## src/include/gst_pkg.sv

```systemverilog
// Package of constants and types for the gated sixteen bit timer.
//
// Notes on behaviour
// - Sixteen bit up-count in two bytes; a byte write updates the count at once.
// - Timer off never counts; on without gate always counts; on with gate follows gate.
// - Clock source 11 slow oscillator, 10 external pin, 01 system, 00 instruction clock.
// - Instruction clock at 1:1 advances the count once per instruction cycle.
// - System clock source advances the count by four per instruction cycle.
// - External pin counts on rising edges, synchronised or not, when counting is allowed.
// - External mode needs a falling edge before the first counted rising edge.
// - Prescaler divides by 1, 2, 4 or 8; its counter is hidden from software.
// - A write to either count byte clears the prescale counter.
// - Sync disable bypasses the synchroniser on the external clock.
// - Asynchronous external counting keeps running in sleep; overflow can wake the core.
// - Switching sync mode may lose or add one increment; this is tolerated.
// - Count bytes read back valid values while running from the external clock.
// - Gate enable bit turns gating on; polarity bit picks active high or low.
// - Active gate lets the count advance on count strobes; inactive gate holds it.
// - Polarity 0 counts while gate is 0; polarity 1 counts while gate is 1.
// - Gate source select 0 picks the gate input pin.
// - Gate source select 1 uses the other timer overflow pulse as gate.
// - Rollover from ffff to 0000 sets the overflow flag; only software clears it.
// - Clearing timer on stops counting and clears the gate toggle flip-flop.
`default_nettype none

package gst_pkg;

    // ************************************************************
    // Register map, byte addresses on APB
    // ************************************************************
    localparam logic [7:0] GST_TIMER_CONTROL_OFS = 8'h00;
    localparam logic [7:0] GST_GATE_CONTROL_OFS = 8'h04;
    localparam logic [7:0] GST_COUNT_LOW_OFS = 8'h08;
    localparam logic [7:0] GST_COUNT_HIGH_OFS = 8'h0c;
    localparam logic [7:0] GST_STATUS_OFS = 8'h10;

    // ************************************************************
    // Field positions and reset values
    // ************************************************************
    localparam int GST_STATUS_OVF_BIT = 0;
    localparam logic [7:0] GST_TIMER_CONTROL_RST = 8'h00;
    localparam logic [7:0] GST_GATE_CONTROL_RST = 8'h00;
    localparam logic [15:0] GST_COUNT_RST = 16'h0000;
    localparam logic [15:0] GST_COUNT_MAX = 16'hffff;

    // ************************************************************
    // Timing counts
    // ************************************************************
    // The instruction clock runs at a quarter of pclk.
    localparam logic [1:0] GST_INSTR_LAST = 2'h3;

    // ************************************************************
    // Types
    // ************************************************************
    typedef enum logic [1:0]
    {
        GST_SRC_INSTR = 2'b00,
        GST_SRC_SYS = 2'b01,
        GST_SRC_EXT = 2'b10,
        GST_SRC_LFOSC = 2'b11
    } gst_src_t;

    // Timer control register, bit 7 down to bit 0.
    typedef struct packed
    {
        gst_src_t clock_source_field;
        logic [1:0] prescale_field;
        logic unused3;
        logic sync_disable_bit;
        logic unused1;
        logic timer_on_bit;
    } gst_ctrl_t;

    // Gate control register, bit 7 down to bit 0.
    typedef struct packed
    {
        logic gate_enable_bit;
        logic gate_polarity_bit;
        logic gate_toggle_bit;
        logic [1:0] unused4;
        logic gate_value;
        logic unused1;
        logic gate_source_select;
    } gst_gate_t;

endpackage : gst_pkg

`default_nettype wire

```

## src/logic/gst_edge.sv

```systemverilog
// Edge detector with an optional two-stage synchroniser in front of it.
`default_nettype none

module gst_edge
(
    // Clock and reset.
    input wire logic pclk,
    input wire logic presetn,
    // Raw level and bypass control.
    input wire logic d_i,
    input wire logic bypass_i,
    // Level and edges as seen by the timer.
    output logic lvl_o,
    output logic rise_o,
    output logic fall_o
);

    logic s1_r;
    logic s2_r;
    logic raw_r;
    logic prev_r;

    // The first stage feeds only the second; the bypass path keeps a flop of its own.
    always_ff @(posedge pclk or negedge presetn)
    begin
        if (!presetn)
        begin
            s1_r <= 1'b0;
            s2_r <= 1'b0;
            raw_r <= 1'b0;
            prev_r <= 1'b0;
        end
        else
        begin
            s1_r <= d_i;
            s2_r <= s1_r;
            raw_r <= d_i;
            prev_r <= lvl_o;
        end
    end

    // A bypass change may make one spurious edge, which the timer tolerates.
    assign lvl_o = bypass_i ? raw_r : s2_r;
    assign rise_o = lvl_o & ~prev_r;
    assign fall_o = ~lvl_o & prev_r;

endmodule : gst_edge

`default_nettype wire

```

## src/logic/gst_timer.sv

```systemverilog
// Gated sixteen bit timer with APB register access.
//
// The address map and the APB interface to the registers were chosen for this implementation.
`default_nettype none

module gst_timer
(
    // Clock and reset.
    input wire logic pclk,
    input wire logic presetn,
    // APB slave.
    input wire logic psel,
    input wire logic penable,
    input wire logic pwrite,
    input wire logic [7:0] paddr,
    input wire logic [31:0] pwdata,
    output logic [31:0] prdata,
    output logic pready,
    output logic pslverr,
    // Count clock and gate sources.
    input wire logic external_clock_pin,
    input wire logic low_freq_internal_osc,
    input wire logic gate_input_pin,
    input wire logic other_timer_overflow,
    // Core power state.
    input wire logic sleep_i,
    // Overflow flag towards the core interrupt and wake logic.
    output logic overflow_flag
);
    import gst_pkg::*;

    // ************************************************************
    // Registers and wires
    // ************************************************************
    gst_ctrl_t ctrl_r;
    gst_gate_t gate_r;
    logic [15:0] count_r;
    logic [15:0] count_nxt;
    logic [2:0] pre_cnt_r;
    logic [1:0] instr_cnt_r;
    logic armed_r;
    logic tgl_r;
    logic [31:0] prdata_r;
    logic pready_r;
    logic pslverr_r;
    logic ovf_r;

    logic setup;
    logic wr_acc;
    logic sel_ctrl;
    logic sel_gate;
    logic sel_low;
    logic sel_high;
    logic sel_stat;
    logic mapped;
    logic [31:0] rd_mux;
    logic cnt_wr;
    logic ovf_clr;
    logic ext_sel;
    logic ext_lvl;
    logic ext_rise;
    logic ext_fall;
    logic lf_rise;
    logic gpin_lvl;
    logic instr_en;
    logic run_ok;
    logic src_tick;
    logic [2:0] pre_mask;
    logic pre_strobe;
    logic gate_src;
    logic gate_src_d_r;
    logic gate_val;
    logic gate_active;
    logic count_en;
    logic cnt_inc;
    logic arm_clr;

    // ************************************************************
    // APB decode
    // ************************************************************
    // Every access takes the single access cycle; pready is set during setup.
    assign setup = psel & ~penable;
    assign wr_acc = psel & penable & pready_r & pwrite;
    assign sel_ctrl = (paddr == GST_TIMER_CONTROL_OFS);
    assign sel_gate = (paddr == GST_GATE_CONTROL_OFS);
    assign sel_low = (paddr == GST_COUNT_LOW_OFS);
    assign sel_high = (paddr == GST_COUNT_HIGH_OFS);
    assign sel_stat = (paddr == GST_STATUS_OFS);
    assign mapped = sel_ctrl | sel_gate | sel_low | sel_high | sel_stat;
    assign cnt_wr = wr_acc & (sel_low | sel_high);
    assign ovf_clr = wr_acc & sel_stat & pwdata[GST_STATUS_OVF_BIT];

    // Read mux; the count is a pclk register, so a read is always coherent.
    assign rd_mux = sel_ctrl ? {24'h000000, ctrl_r & 8'hf5} :
                    sel_gate ? {24'h000000, gate_r.gate_enable_bit, gate_r.gate_polarity_bit,
                                gate_r.gate_toggle_bit, 2'b00, gate_val, 1'b0, gate_r.gate_source_select} :
                    sel_low ? {24'h000000, count_r[7:0]} :
                    sel_high ? {24'h000000, count_r[15:8]} :
                    sel_stat ? {31'h00000000, ovf_r} :
                    32'h00000000;

    // Bus answer flops; read data is captured at the setup edge.
    always_ff @(posedge pclk or negedge presetn)
    begin
        if (!presetn)
        begin
            prdata_r <= 32'h00000000;
            pready_r <= 1'b0;
            pslverr_r <= 1'b0;
        end
        else
        begin
            pready_r <= setup;
            pslverr_r <= setup & ~mapped;
            if (setup)
            begin
                prdata_r <= pwrite ? 32'h00000000 : rd_mux;
            end
        end
    end

    assign prdata = prdata_r;
    assign pready = pready_r;
    assign pslverr = pslverr_r;

    // Control register writes.
    always_ff @(posedge pclk or negedge presetn)
    begin
        if (!presetn)
        begin
            ctrl_r <= gst_ctrl_t'(GST_TIMER_CONTROL_RST);
            gate_r <= gst_gate_t'(GST_GATE_CONTROL_RST);
        end
        else
        begin
            if (wr_acc && sel_ctrl)
            begin
                ctrl_r <= gst_ctrl_t'(pwdata[7:0] & 8'hf5);
            end
            if (wr_acc && sel_gate)
            begin
                gate_r <= gst_gate_t'(pwdata[7:0] & 8'he1);
            end
        end
    end

    // ************************************************************
    // Clock sources
    // ************************************************************
    assign ext_sel = (ctrl_r.clock_source_field == GST_SRC_EXT);

    // External clock pin, synchronised unless sync disable is set.
    gst_edge u_ext_edge
    (
        .pclk(pclk),
        .presetn(presetn),
        .d_i(external_clock_pin),
        .bypass_i(ctrl_r.sync_disable_bit),
        .lvl_o(ext_lvl),
        .rise_o(ext_rise),
        .fall_o(ext_fall)
    );

    // Slow oscillator is always synchronised.
    gst_edge u_lf_edge
    (
        .pclk(pclk),
        .presetn(presetn),
        .d_i(low_freq_internal_osc),
        .bypass_i(1'b0),
        .lvl_o(),
        .rise_o(lf_rise),
        .fall_o()
    );

    // Gate pin shares the sync mode of the external clock.
    gst_edge u_gate_edge
    (
        .pclk(pclk),
        .presetn(presetn),
        .d_i(gate_input_pin),
        .bypass_i(ctrl_r.sync_disable_bit),
        .lvl_o(gpin_lvl),
        .rise_o(),
        .fall_o()
    );

    // Instruction clock enable: one pclk cycle in four.
    always_ff @(posedge pclk or negedge presetn)
    begin
        if (!presetn)
        begin
            instr_cnt_r <= 2'h0;
        end
        else
        begin
            instr_cnt_r <= instr_cnt_r + 2'h1;
        end
    end

    assign instr_en = (instr_cnt_r == GST_INSTR_LAST);

    // Falling edge arming: lost on disable or count write, a falling edge wins over the clear.
    assign arm_clr = ~ctrl_r.timer_on_bit | cnt_wr;
    always_ff @(posedge pclk or negedge presetn)
    begin
        if (!presetn)
        begin
            armed_r <= 1'b0;
        end
        else if (ext_fall)
        begin
            armed_r <= 1'b1;
        end
        else if (arm_clr)
        begin
            armed_r <= 1'b0;
        end
    end

    // Only the asynchronous external clock keeps running in sleep.
    assign run_ok = ~sleep_i | (ext_sel & ctrl_r.sync_disable_bit);

    // Selected count clock as a one-cycle tick.
    always_comb
    begin
        case (ctrl_r.clock_source_field)
            GST_SRC_INSTR: src_tick = instr_en;
            GST_SRC_SYS: src_tick = 1'b1;
            GST_SRC_EXT: src_tick = ext_rise & armed_r;
            GST_SRC_LFOSC: src_tick = lf_rise;
            default: src_tick = 1'b0;
        endcase
    end

    // ************************************************************
    // Prescaler
    // ************************************************************
    assign pre_mask = {ctrl_r.prescale_field == 2'b11, ctrl_r.prescale_field[1], |ctrl_r.prescale_field};
    assign pre_strobe = src_tick & run_ok & ctrl_r.timer_on_bit & ((pre_cnt_r & pre_mask) == pre_mask);

    // Hidden prescale counter; any count byte write restarts it.
    always_ff @(posedge pclk or negedge presetn)
    begin
        if (!presetn)
        begin
            pre_cnt_r <= 3'h0;
        end
        else if (cnt_wr || !ctrl_r.timer_on_bit)
        begin
            pre_cnt_r <= 3'h0;
        end
        else if (src_tick && run_ok)
        begin
            pre_cnt_r <= (pre_cnt_r + 3'h1) & pre_mask;
        end
    end

    // ************************************************************
    // Gate
    // ************************************************************
    // Overflow pulse of the other timer is itself the low-to-high gate pulse.
    assign gate_src = gate_r.gate_source_select ? other_timer_overflow : gpin_lvl;

    // Toggle flip-flop, held clear when toggle mode or the timer is off.
    always_ff @(posedge pclk or negedge presetn)
    begin
        if (!presetn)
        begin
            tgl_r <= 1'b0;
            gate_src_d_r <= 1'b0;
        end
        else
        begin
            gate_src_d_r <= gate_src;
            if (!ctrl_r.timer_on_bit || !gate_r.gate_toggle_bit)
            begin
                tgl_r <= 1'b0;
            end
            else if (gate_src && !gate_src_d_r)
            begin
                tgl_r <= ~tgl_r;
            end
        end
    end

    assign gate_val = gate_r.gate_toggle_bit ? tgl_r : gate_src;
    assign gate_active = (gate_val == gate_r.gate_polarity_bit);
    assign count_en = ctrl_r.timer_on_bit & (~gate_r.gate_enable_bit | gate_active);
    assign cnt_inc = pre_strobe & count_en;

    // ************************************************************
    // Counter and overflow
    // ************************************************************
    // A byte write beats a colliding increment, so a running write may lose one count.
    always_comb
    begin
        count_nxt = count_r;
        if (cnt_inc)
        begin
            count_nxt = count_r + 16'h0001;
        end
        if (wr_acc && sel_low)
        begin
            count_nxt[7:0] = pwdata[7:0];
        end
        if (wr_acc && sel_high)
        begin
            count_nxt[15:8] = pwdata[7:0];
        end
    end

    // Overflow is sticky; a rollover in the clearing cycle keeps the flag set.
    always_ff @(posedge pclk or negedge presetn)
    begin
        if (!presetn)
        begin
            count_r <= GST_COUNT_RST;
            ovf_r <= 1'b0;
        end
        else
        begin
            count_r <= count_nxt;
            if (cnt_inc && count_r == GST_COUNT_MAX)
            begin
                ovf_r <= 1'b1;
            end
            else if (ovf_clr)
            begin
                ovf_r <= 1'b0;
            end
        end
    end

    assign overflow_flag = ovf_r;

    // ************************************************************
    // Assertions
    // ************************************************************
    logic run_sys_free;
    logic run_instr_free;
    assign run_sys_free = ctrl_r.timer_on_bit & ~gate_r.gate_enable_bit & ~sleep_i & ~cnt_wr &
                          (ctrl_r.clock_source_field == GST_SRC_SYS) & (ctrl_r.prescale_field == 2'b00);
    assign run_instr_free = ctrl_r.timer_on_bit & ~gate_r.gate_enable_bit & ~sleep_i & ~cnt_wr &
                            (ctrl_r.clock_source_field == GST_SRC_INSTR) & (ctrl_r.prescale_field == 2'b00);

    property p_inc_step;
        @(posedge pclk) disable iff (!presetn)
        (cnt_inc && !cnt_wr) |=> (count_r == $past(count_r) + 16'h0001);
    endproperty
    a_inc_step: assert property (p_inc_step) else $error("Count did not step by one.");

    property p_off_hold;
        @(posedge pclk) disable iff (!presetn)
        (!ctrl_r.timer_on_bit && !cnt_wr) |=> $stable(count_r);
    endproperty
    a_off_hold: assert property (p_off_hold) else $error("Count moved while timer off.");

    property p_sys_four;
        @(posedge pclk) disable iff (!presetn)
        run_sys_free [*4] |=> (count_r == $past(count_r, 4) + 16'h0004);
    endproperty
    a_sys_four: assert property (p_sys_four) else $error("System clock did not add four.");

    property p_instr_one;
        @(posedge pclk) disable iff (!presetn)
        run_instr_free |=> ((count_r - $past(count_r)) == {15'h0000, $past(instr_en)});
    endproperty
    a_instr_one: assert property (p_instr_one) else $error("Instruction clock step wrong.");

    property p_gate_hold;
        @(posedge pclk) disable iff (!presetn)
        (gate_r.gate_enable_bit && !gate_active && !cnt_wr) |=> $stable(count_r);
    endproperty
    a_gate_hold: assert property (p_gate_hold) else $error("Count moved with gate inactive.");

    property p_arm_first;
        @(posedge pclk) disable iff (!presetn)
        (ext_sel && !armed_r && !cnt_wr) |=> $stable(count_r);
    endproperty
    a_arm_first: assert property (p_arm_first) else $error("Counted before a falling edge.");

    property p_pre_clear;
        @(posedge pclk) disable iff (!presetn)
        cnt_wr |=> (pre_cnt_r == 3'h0);
    endproperty
    a_pre_clear: assert property (p_pre_clear) else $error("Prescaler kept value after write.");

    property p_ovf_set;
        @(posedge pclk) disable iff (!presetn)
        (cnt_inc && count_r == GST_COUNT_MAX && !cnt_wr) |=> (ovf_r && count_r == GST_COUNT_RST);
    endproperty
    a_ovf_set: assert property (p_ovf_set) else $error("Rollover did not set overflow.");

    property p_ovf_sticky;
        @(posedge pclk) disable iff (!presetn)
        (ovf_r && !ovf_clr) |=> ovf_r;
    endproperty
    a_ovf_sticky: assert property (p_ovf_sticky) else $error("Overflow flag dropped itself.");

    property p_sleep_stop;
        @(posedge pclk) disable iff (!presetn)
        (sleep_i && !(ext_sel && ctrl_r.sync_disable_bit)) |-> !cnt_inc;
    endproperty
    a_sleep_stop: assert property (p_sleep_stop) else $error("Counted in sleep while synchronous.");

    property p_tgl_clear;
        @(posedge pclk) disable iff (!presetn)
        !ctrl_r.timer_on_bit |=> !tgl_r;
    endproperty
    a_tgl_clear: assert property (p_tgl_clear) else $error("Toggle flop not cleared when off.");

endmodule : gst_timer

`default_nettype wire

```

## config.mk

```make
export PLATFORM = sky130hd
export DESIGN_NAME = gst_timer
export DESIGN_NICKNAME = d
export VERILOG_FILES = /design/src/include/gst_pkg.sv /design/src/logic/gst_edge.sv /design/src/logic/gst_timer.sv
export SDC_FILE = /design/constraint.sdc
export NUM_CORES = 1
export LEC_CHECK = 0
export ABC_AREA = 0
export BUFFER_PORTS_ARGS = -buffer_cell sky130_fd_sc_hd__clkbuf_2
export CORE_AREA = 4 4 80 82
export CTS_BUF_LIST = sky130_fd_sc_hd__clkbuf_8
export CTS_CLUSTER_SIZE = 10
export DETAILED_ROUTE_END_ITERATION = 7
export DIE_AREA = 0 0 84 86
export GPL_TIMING_DRIVEN = 0
export HOLD_SLACK_MARGIN = 0.12
export PLACE_DENSITY = 0.84
export SYNTH_ARGS = -nofsm -noshare
export SYNTH_HDL_FRONTEND = slang
export SYNTH_HIERARCHICAL = 1
export SYNTH_SLANG_ARGS = --single-unit
```

## constraint.sdc

```tcl
create_clock -name pclk -period 2.8 [get_ports pclk]
set_input_delay 0 -clock pclk [delete_from_list [all_inputs] [get_ports pclk]]
set_output_delay 0 -clock pclk [all_outputs]
set_load 0.02 [all_outputs]
```

==> impl_metrics.toml, run 1 <==
[grt]
global_route_usage_over_all_layers = 0.1988
globalRouteOverflowTotal = 0
first_global_vias = 2435
grt_max_degree = 54
antenna_found_initial = 0
grt_pass1_wl_um = 11500

[floorplanning]
row_count = 28
die_area_sq_mm = 0.007224
io_pins = 85
initial_utilization = 0.5098
fp.dieH_um = 86
fp.coreArea_sq_mm = 0.005746
die-width_um = 84

[route]
ant_nets = 0
first_iter_violations = 164
drt_via_density = 5.178
routed_wire_length_per_instance_um = 14.49
detail_route.wirelength_um = 6754
drtPass1Iterations = 4
num_vias = 2413
route.detailed.drc = 0

[worst_setup_path]
path_cells = "mux2i_1 > nor2_1 > nand3_1 > o21ai_0 > o221ai_1 > clkbuf_1 > o21ai_0 > a32oi_1 > nor2_1"
required_ns = 3.01
worst_r2r_endpoint = "pre_cnt_r[2]"
cell_with_the_biggest_individual_delay_on_the_critical_path = "sky130_fd_sc_hd__dfrtp_1"
worst-setup-path-type = "flip-flop to flip-flop"
cp-start-kind = "flip-flop"
cpLargestDelayFamily = "compound AO/OA/AOI/OAI gates"
reg2regPathDepth = 9
worst_r2r_startpoint = "ctrl_r[2]"
cpPeakStageDelay_ns = 0.49
worst-path-buf-inv = 1
cp_num_cells = 9
timing.critical_path.to_type = "flip-flop"
crit_fanout = 10
rrSetupSlack_ns = 0.31
worstPathArrival_ns = 2.70

[min_path]
worstHoldStart = "paddr[3]"
holdCritPathClass = "input port to flip-flop"
number_of_cells_on_the_worst_hold_path = 3
whs_endpoint = "armed_r"

[placed_design]
pre_cts_ws_ns = 0.4034
detailed_place_hpwl_um = 4818
port-buffer-count = 36
dp_cells = 436
place.gp.congestion = 0.8954

[timing]
achievable-frequency_ghz = 0.4021
final-hold-violation-count = 0
timing.final.crit_period_ns = 2.487
skew_ns = 0.01123
slew_viols_final = 0
slew_headroom = 0.5303
final_min_period_over_clock_period = 0.8881
layout_setup_ws_ns = 0.3133
worst-slew-pin-transition_ns = 0.7045
tns_ns = 0
setup_viol = 0
grt_setup_unrepaired = "false"

[synth]
post_synth_instance_area_sq_mm = 0.002929
yosysWarnings = 6
synthesis.area_per_instance_sq_um = 9.731
synthesis.instances = 301

[pwr]
p_leak_nw = 1.726
power_density_mw_per_mm2 = 411.1
irDropWorstVdd_uv = 296.6

[cells_and_area]
area.growth.synth_to_final_pct = 24.52
layout.nets = 443
drive_gt1_frac = 0.2558
number_of_inserted_diodes = 0
layout.cells.non_filler = 466

[run]
max_cap_violations = 0

[clock_network]
clock_tree.root_cell = "sky130_fd_sc_hd__clkbuf_8"
clock_tree.buffer_depth = 2
cts.sink_count = 53
cts.htree.levels = 2
worstSkewPairLatency_ns = 0.32
cts_tree = "yes"
cts_inserted_buffers = 5
post-cts-setup-buffers = 0
clkSlewWorstSetupHoldPaths_ns = 0.10

[status]
status = "completed"
-- state kept, by name, summed over array words and instances, names as in the netlist --
register and flops:
prdata 8, ctrl_r 6, pre_cnt_r 3, u_ext_edge/raw_r 1, count_r 16, gate_r 4
pready 1, u_gate_edge/s2_r 1, instr_cnt_r 2, u_lf_edge/prev_r 1, gate_src_d_r 1, u_ext_edge/s2_r 1
armed_r 1, tgl_r 1, u_lf_edge/s2_r 1, u_ext_edge/prev_r 1, u_gate_edge/raw_r 1, overflow_flag 1
pslverr 1, u_lf_edge/raw_r 1
-- final cells by class --
cell class | instances | area (sq um)
fill | 472 | 2098
multi-input combinational | 226 | 1411
sequential | 53 | 1326
timing repair buffer | 58 | 417.9
buffer | 34 | 236.5
tap | 75 | 93.84
clock buffer | 5 | 68.82
clock inverter | 3 | 47.55
inverter | 12 | 45.04
-- cell usage in the layout, fill, tap and decap left out, types with 5 or more instances in the layout --
| cell type | instances |
|---|---|
| sky130_fd_sc_hd__and3_1 | 5 |
| sky130_fd_sc_hd__mux2_2 | 11 |
| sky130_fd_sc_hd__o21ai_0 | 10 |
| sky130_fd_sc_hd__clkbuf_1 | 5 |
| sky130_fd_sc_hd__nand4_1 | 6 |
| sky130_fd_sc_hd__nor3_2 | 7 |
| sky130_fd_sc_hd__mux2i_1 | 12 |
| sky130_fd_sc_hd__nand3_1 | 14 |
| sky130_fd_sc_hd__dfrtp_1 | 53 |
| sky130_fd_sc_hd__buf_4 | 24 |
| sky130_fd_sc_hd__clkbuf_8 | 5 |
| sky130_fd_sc_hd__dlygate4sd3_1 | 21 |
| sky130_fd_sc_hd__a21oi_1 | 22 |
| sky130_fd_sc_hd__inv_1 | 12 |
| sky130_fd_sc_hd__nor2_1 | 33 |
| sky130_fd_sc_hd__xnor2_1 | 17 |
| sky130_fd_sc_hd__clkbuf_2 | 36 |
| sky130_fd_sc_hd__nand2_1 | 24 |
| sky130_fd_sc_hd__conb_1 | 25 |
| sky130_fd_sc_hd__nor3_1 | 5 |
-- power breakdown --
| part | internal, mW | switching [mW] | leakage (nW) |
|---|---|---|---|
| Clock | 0.273 | 0.271 | 0.0591 |
| Sequential | 0.777 | 0.00786 | 0.712 |
| Combinational | 0.0765 | 0.0939 | 0.955 |
| Total | 1.13 | 0.373 | 1.73 |
-- worst max path at each step --
stage	end	start
floorplan	count_r[1]	ctrl_r[2]
global placement	count_r[1]	ctrl_r[2]
global route	count_r[2]	ctrl_r[2]
finish	pre_cnt_r[2]	ctrl_r[2]
CTS	count_r[1]	ctrl_r[2]
detailed placement	count_r[1]	ctrl_r[2]
-- per-layer routing --
layer	routed length [um]	vias up	GRT usage
met5	0	-	0
met4	144	0	0.07456
met3	483	11	0.04515
met2	3329	95	0.3391
met1	2797	1136	0.2477
li1	-	1171	-
-- timing repair --
action	4_1_cts	5_1_grt
endpoints found under the hold margin	92	0
hold buffers	21	0
resized for setup	0	0
-- worst reg2reg max path, cell delays in order (launching register included) --
cell	delay [ns]
sky130_fd_sc_hd__dfrtp_1	0.49
sky130_fd_sc_hd__mux2i_1	0.34
sky130_fd_sc_hd__nor2_1	0.09
sky130_fd_sc_hd__nand3_1	0.09
sky130_fd_sc_hd__o21ai_0	0.09
sky130_fd_sc_hd__o221ai_1	0.33
sky130_fd_sc_hd__clkbuf_1	0.46
sky130_fd_sc_hd__o21ai_0	0.19
sky130_fd_sc_hd__a32oi_1	0.23
sky130_fd_sc_hd__nor2_1	0.06
-- per-stage QoR --
| stage | total power, mW | util | area, sq um | hold WS, ns |
|---|---|---|---|---|
| 3_3_place_gp | 0.9374 | 0.5732 | 3293 | 0.1085 |
| 3_5_place_dp | 0.9403 | 0.5732 | 3293 | 0.1114 |
| 2_1_floorplan | 0.8876 | - | 3019 | -0.2956 |
| 6_report | 1.499 | 0.6348 | 3647 | 0.1603 |
| 5_1_grt | 1.557 | 0.6348 | 3647 | 0.1784 |
| 4_1_cts | 1.506 | 0.6300 | 3620 | 0.1447 |
(Power assumes the default switching activity.)
==> inputs of run 2 (changes only) <==
Settings changed: CORE_AREA 4 4 80 82 to 4 4 83 85, DIE_AREA 0 0 84 86 to 0 0 87 89, PLACE_DENSITY 0.84 to unset, PLACE_DENSITY_LB_ADDON set to 0.25.
Clock period 2.8 ns to 2.22 ns, I/O delays scaled along.
==> impl_metrics.toml, run 2 (synthesis results as in run 1) <==
[pwr]
power_density_mw_per_mm2 = 503.0
irDropWorstVdd_uv = 273.3
p_leak_nw = 1.757

[timing]
skew_ns = 0.005093
final-hold-violation-count = 0
worst-slew-pin-transition_ns = 0.5075
final_min_period_over_clock_period = 0.9934
setup_viol = 0
grt_setup_unrepaired = "true"
slew_headroom = 0.6617
layout_setup_ws_ns = 0.01471
achievable-frequency_ghz = 0.4535
slew_viols_final = 0
timing.final.crit_period_ns = 2.205

[cells_and_area]
layout.core_utilization = 0.6040
drive_gt1_frac = 0.2904
most_frequent_cells_in_the_layout = "sky130_fd_sc_hd__dfrtp_1 (52), sky130_fd_sc_hd__clkbuf_2 (36), sky130_fd_sc_hd__nor2_1 (32)"
layout.nets = 448
final_common_cell = "sky130_fd_sc_hd__dfrtp_1"
area.growth.synth_to_final_pct = 27.94
largest_register_ffs = 16
number_of_inserted_diodes = 0
registers.top_by_ff_count = "count_r"

[grt]
first_global_vias = 2294
global_route_usage_over_all_layers = 0.1886
grt_pass1_wl_um = 11220
globalRouteOverflowTotal = 0
grt_max_degree = 54
antenna_found_initial = 0

[floorplanning]
die-width_um = 87
row_count = 29
die_area_sq_mm = 0.007743
fp.dieH_um = 89
fp.coreArea_sq_mm = 0.006205
io_pins = 85
initial_utilization = 0.4721

[worst_setup_path]
crit_fanout = 7
worstPathArrival_ns = 2.38
launching_instance_or_port_of_the_critical_path = "ctrl_r[2]"
required_ns = 2.40
worst_r2r_startpoint = "ctrl_r[2]"
worst-setup-path-type = "flip-flop to flip-flop"
timing.critical_path.to_type = "flip-flop"
cp-start-kind = "flip-flop"

[clock_network]
cts.sink_count = 53
cts.htree.levels = 2
cts_tree = "yes"
clock_tree.buffer_depth = 2
clkSlewWorstSetupHoldPaths_ns = 0.10
cts_inserted_buffers = 5
worstSkewPairLatency_ns = 0.31
clock_tree.root_cell = "sky130_fd_sc_hd__clkbuf_8"

[route]
routed_wire_length_per_instance_um = 14.60
drt_via_density = 4.989
ant_nets = 0
detail_route.wirelength_um = 6906
first_iter_violations = 133
drtPass1Iterations = 4
num_vias = 2360
route.detailed.drc = 0

[status]
status = "completed"

[placed_design]
port-buffer-count = 36
place.gp.congestion = 0.8888
detailed_place_hpwl_um = 4862
pre_cts_ws_ns = -0.2132

[min_path]
worstHoldStart = "paddr[2]"
holdCritPathClass = "input port to flip-flop"

[run]
max_cap_violations = 0
==> run 2: per-layer routing <==
layer | vias up | part of all wire | track usage
met5 | - | 0 | 0
met4 | 0 | 0.016 | 0.06657
met3 | 8 | 0.063 | 0.02857
met2 | 70 | 0.48 | 0.3092
met1 | 1107 | 0.44 | 0.2556
li1 | 1175 | - | -
==> run 2: critical path, cell delays in order (launching register included) <==
cell,delay [ns]
sky130_fd_sc_hd__dfrtp_2,0.42
sky130_fd_sc_hd__mux2i_1,0.20
sky130_fd_sc_hd__inv_1,0.07
sky130_fd_sc_hd__mux2i_2,0.19
sky130_fd_sc_hd__xnor2_1,0.10
sky130_fd_sc_hd__a221o_2,0.48
sky130_fd_sc_hd__nor4_2,0.35
sky130_fd_sc_hd__xnor2_1,0.17
sky130_fd_sc_hd__a21oi_1,0.09
==> run 2: final cells by class <==
type | instances | area [sq um]
Clock buffer | 5 | 68.82
Inverter | 12 | 45.04
Fill cell | 542 | 2457
Buffer | 34 | 246.5
Timing Repair Buffer | 63 | 460.4
Clock inverter | 3 | 47.55
Tap cell | 77 | 96.34
Sequential cell | 53 | 1328
Multi-Input combinational cell | 226 | 1455
==> run 2: final timing paths <==
check	endpoint	slack, ns	cells past startpoint
worst min register to register	u_gate_edge/s2_r	0.39	0
max in group asynchronous	count_r[1]	1.47	3
worst max register to register	count_r[10]	0.01	8
min in group asynchronous	u_lf_edge/s2_r	0.20	2
worst min-delay path	overflow_flag	0.17	5
worst max-delay path	count_r[10]	0.01	8
==> run 2: timing repair <==
item	in CTS	in global routing
buffers inserted	3	2
pin swaps	1	1
resized for setup	7	8
hold buffers	21	0
hold endpoints to repair	90	0
endpoints found under the setup margin	19	23
==> run 2: stage by stage <==
step | hold slack [ns] | setup TNS [ns] | std cells | power, mW | instance area, sq um
floorplan | -0.2956 | 0 | 325 | 1.120 | 3019
CTS | 0.1591 | 0 | 470 | 1.901 | 3684
detailed placement | 0.1097 | -1.861 | 438 | 1.188 | 3296
global route | 0.1914 | -1.328 | 473 | 1.969 | 3747
global placement | 0.1085 | -1.100 | 438 | 1.184 | 3296
finish | 0.1708 | 0 | 473 | 1.885 | 3747
==> run 2: where the power goes <==
part | leakage, nW | internal, mW | switching (mW)
clock | 0.0591 | 0.344 | 0.334
combinational | 0.987 | 0.0970 | 0.121
sequential | 0.710 | 0.980 | 0.00941
total | 1.76 | 1.42 | 0.464
==> inputs of run 3 (changes only) <==
Settings changed: REMOVE_ABC_BUFFERS set to 1, SKIP_LAST_GASP set to 1.
==> impl_metrics.toml, run 3 (synthesis results as in run 1) <==
[route]
first_iter_violations = 186
route.detailed.drc = 0
drtPass1Iterations = 4
ant_nets = 0
drt_via_density = 5.335
routed_wire_length_per_instance_um = 15.31
detail_route.wirelength_um = 6719
num_vias = 2342

[pwr]
seq_power_share = 0.539
internal-power_mw = 1.382
share_comb_of_total_power = 0.100
netSwitchingFraction = 0.2468
p_sw_mw = 0.4526
p_leak_nw = 1.667
power.share.clock = 0.361
power_density_mw_per_mm2 = 517.8
irDropWorstVdd_uv = 292.5

[min_path]
holdCritPathClass = "input port to flip-flop"
worstHoldStart = "psel"
whs_endpoint = "overflow_flag"
number_of_cells_on_the_worst_hold_path = 4

[placed_design]
detailed_place_hpwl_um = 4395
place.gp.congestion = 0.8227
port-buffer-count = 36
post_dp_cell_area_sq_mm = 0.003080

[worst_setup_path]
timing.critical_path.to_type = "flip-flop"
cell_with_the_biggest_individual_delay_on_the_critical_path = "sky130_fd_sc_hd__a221o_2"
launching_instance_or_port_of_the_critical_path = "ctrl_r[2]"
worst-setup-path-type = "flip-flop to flip-flop"
worst_r2r_startpoint = "ctrl_r[2]"
worstPathArrival_ns = 2.38
required_ns = 2.41
rrSetupSlack_ns = 0.03
path_cells = "mux2i_1 > inv_1 > mux2i_4 > xnor2_2 > a221o_2 > buf_6 > nor3_4 > xnor2_1 > a21oi_1"
reg2regPathDepth = 9
cp-start-kind = "flip-flop"
worst_r2r_endpoint = "count_r[7]"
crit_fanout = 8
cpPeakStageDelay_ns = 0.54

[cells_and_area]
layout.nets = 414
final_common_cell = "sky130_fd_sc_hd__dfrtp_1"
drive_gt1_frac = 0.2459
largest_register_ffs = 16
area.growth.synth_to_final_pct = 20.93
registers.top_by_ff_count = "count_r"
fill_cells = 554
most_frequent_cells_in_the_layout = "sky130_fd_sc_hd__dfrtp_1 (52), sky130_fd_sc_hd__clkbuf_2 (35), sky130_fd_sc_hd__nor2_1 (31)"
layout.core_utilization = 0.5709
number_of_inserted_diodes = 0
finalInstanceArea_sq_mm = 0.003542

[timing]
whs_ns = 0.1314
tns_ns = 0
final-hold-violation-count = 0
slew_viols_final = 0
achievable-frequency_ghz = 0.4562
final_min_period_over_clock_period = 0.9874
skew_ns = 0.008654
grt_setup_unrepaired = "true"
setup_viol = 0
timing.final.crit_period_ns = 2.192

[floorplanning]
die-width_um = 87
initial_utilization = 0.4721
fp.coreArea_sq_mm = 0.006205
fp.dieH_um = 89
io_pins = 85
row_count = 29
die_area_sq_mm = 0.007743

[clock_network]
cts_tree = "yes"
clock_tree.root_cell = "sky130_fd_sc_hd__clkbuf_8"
cts.sink_count = 53
cts_inserted_buffers = 5
worstSkewPairLatency_ns = 0.31
clock_tree.buffer_depth = 2
cts.htree.levels = 2
clkSlewWorstSetupHoldPaths_ns = 0.10

[run]
max_cap_violations = 0

[grt]
first_global_vias = 2218
global_route_usage_over_all_layers = 0.1799
globalRouteOverflowTotal = 0
grt_pass1_wl_um = 10780
grt_max_degree = 54
antenna_found_initial = 0

[status]
status = "completed"
-- run 3: how the worst max path moves through the flow --
stage / endpoint / slack [ns]
after CTS: count_r[7] / 0.04
after detailed placement: count_r[10] / -0.19
after global routing: count_r[6] / -0.04
final: count_r[7] / 0.03
after global placement: count_r[1] / -1.01
after floorplan: pre_cnt_r[2] / -0.35
-- run 3: metal layers --
layer,GRT usage,vias to the layer above,share of wire
met3,0.02949,10,0.059
met1,0.2317,1142,0.44
met4,0.06657,0,0.021
met2,0.3057,78,0.48
met5,0,-,0
li1,-,1112,-
-- run 3: area by class of cell --
type | count | area, sq um | share of cell area
clock buffers | 5 | 68.82 | 0.01943
clock inverters | 3 | 42.54 | 0.01201
inverters | 12 | 45.04 | 0.01272
multi-input cells | 227 | 1515 | 0.4278
flip-flops and latches | 53 | 1328 | 0.3748
well taps | 77 | 96.34 | 0.02720
repair buffers | 62 | 446.7 | 0.1261
-- run 3: through the flow --
step / total power, mW / std cells / setup slack [ns]
floorplan: 1.081 / 291 / -0.3516
finish: 1.834 / 439 / 0.02801
detailed placement: 1.153 / 405 / -0.1851
global route: 1.910 / 439 / -0.04020
CTS: 1.842 / 435 / 0.03709
global placement: 1.151 / 404 / -1.006
-- run 3: power by group through the flow --
stage                     clock network (mW)  logic (mW)  registers (mW)
after CTS                              0.678       0.174           0.989
after floorplan                            0      0.0723            1.01
after global placement                     0       0.143            1.01
after detailed placement                   0       0.145            1.01
final                                  0.662       0.183           0.989
after global routing                   0.718       0.201           0.991
-- run 3: critical path: cells and delay by family, from the launching register on --
family | cells | cell delay (ns)
mux | 2 | 0.34
xor+xnor | 2 | 0.24
simple gates | 1 | 0.15
buf+inv | 2 | 0.30
flops | 1 | 0.42
compound gates | 2 | 0.62
-- run 3: timing repair --
action                                  4_1_cts  5_1_grt
hold buffers                                 19        0
endpoints found under the setup margin       16       17
gates resized for setup                       7       11
hold endpoints to repair                     91        0
pin swaps                                     1        8
buffers inserted                              2        3
gates cloned                                  1        0
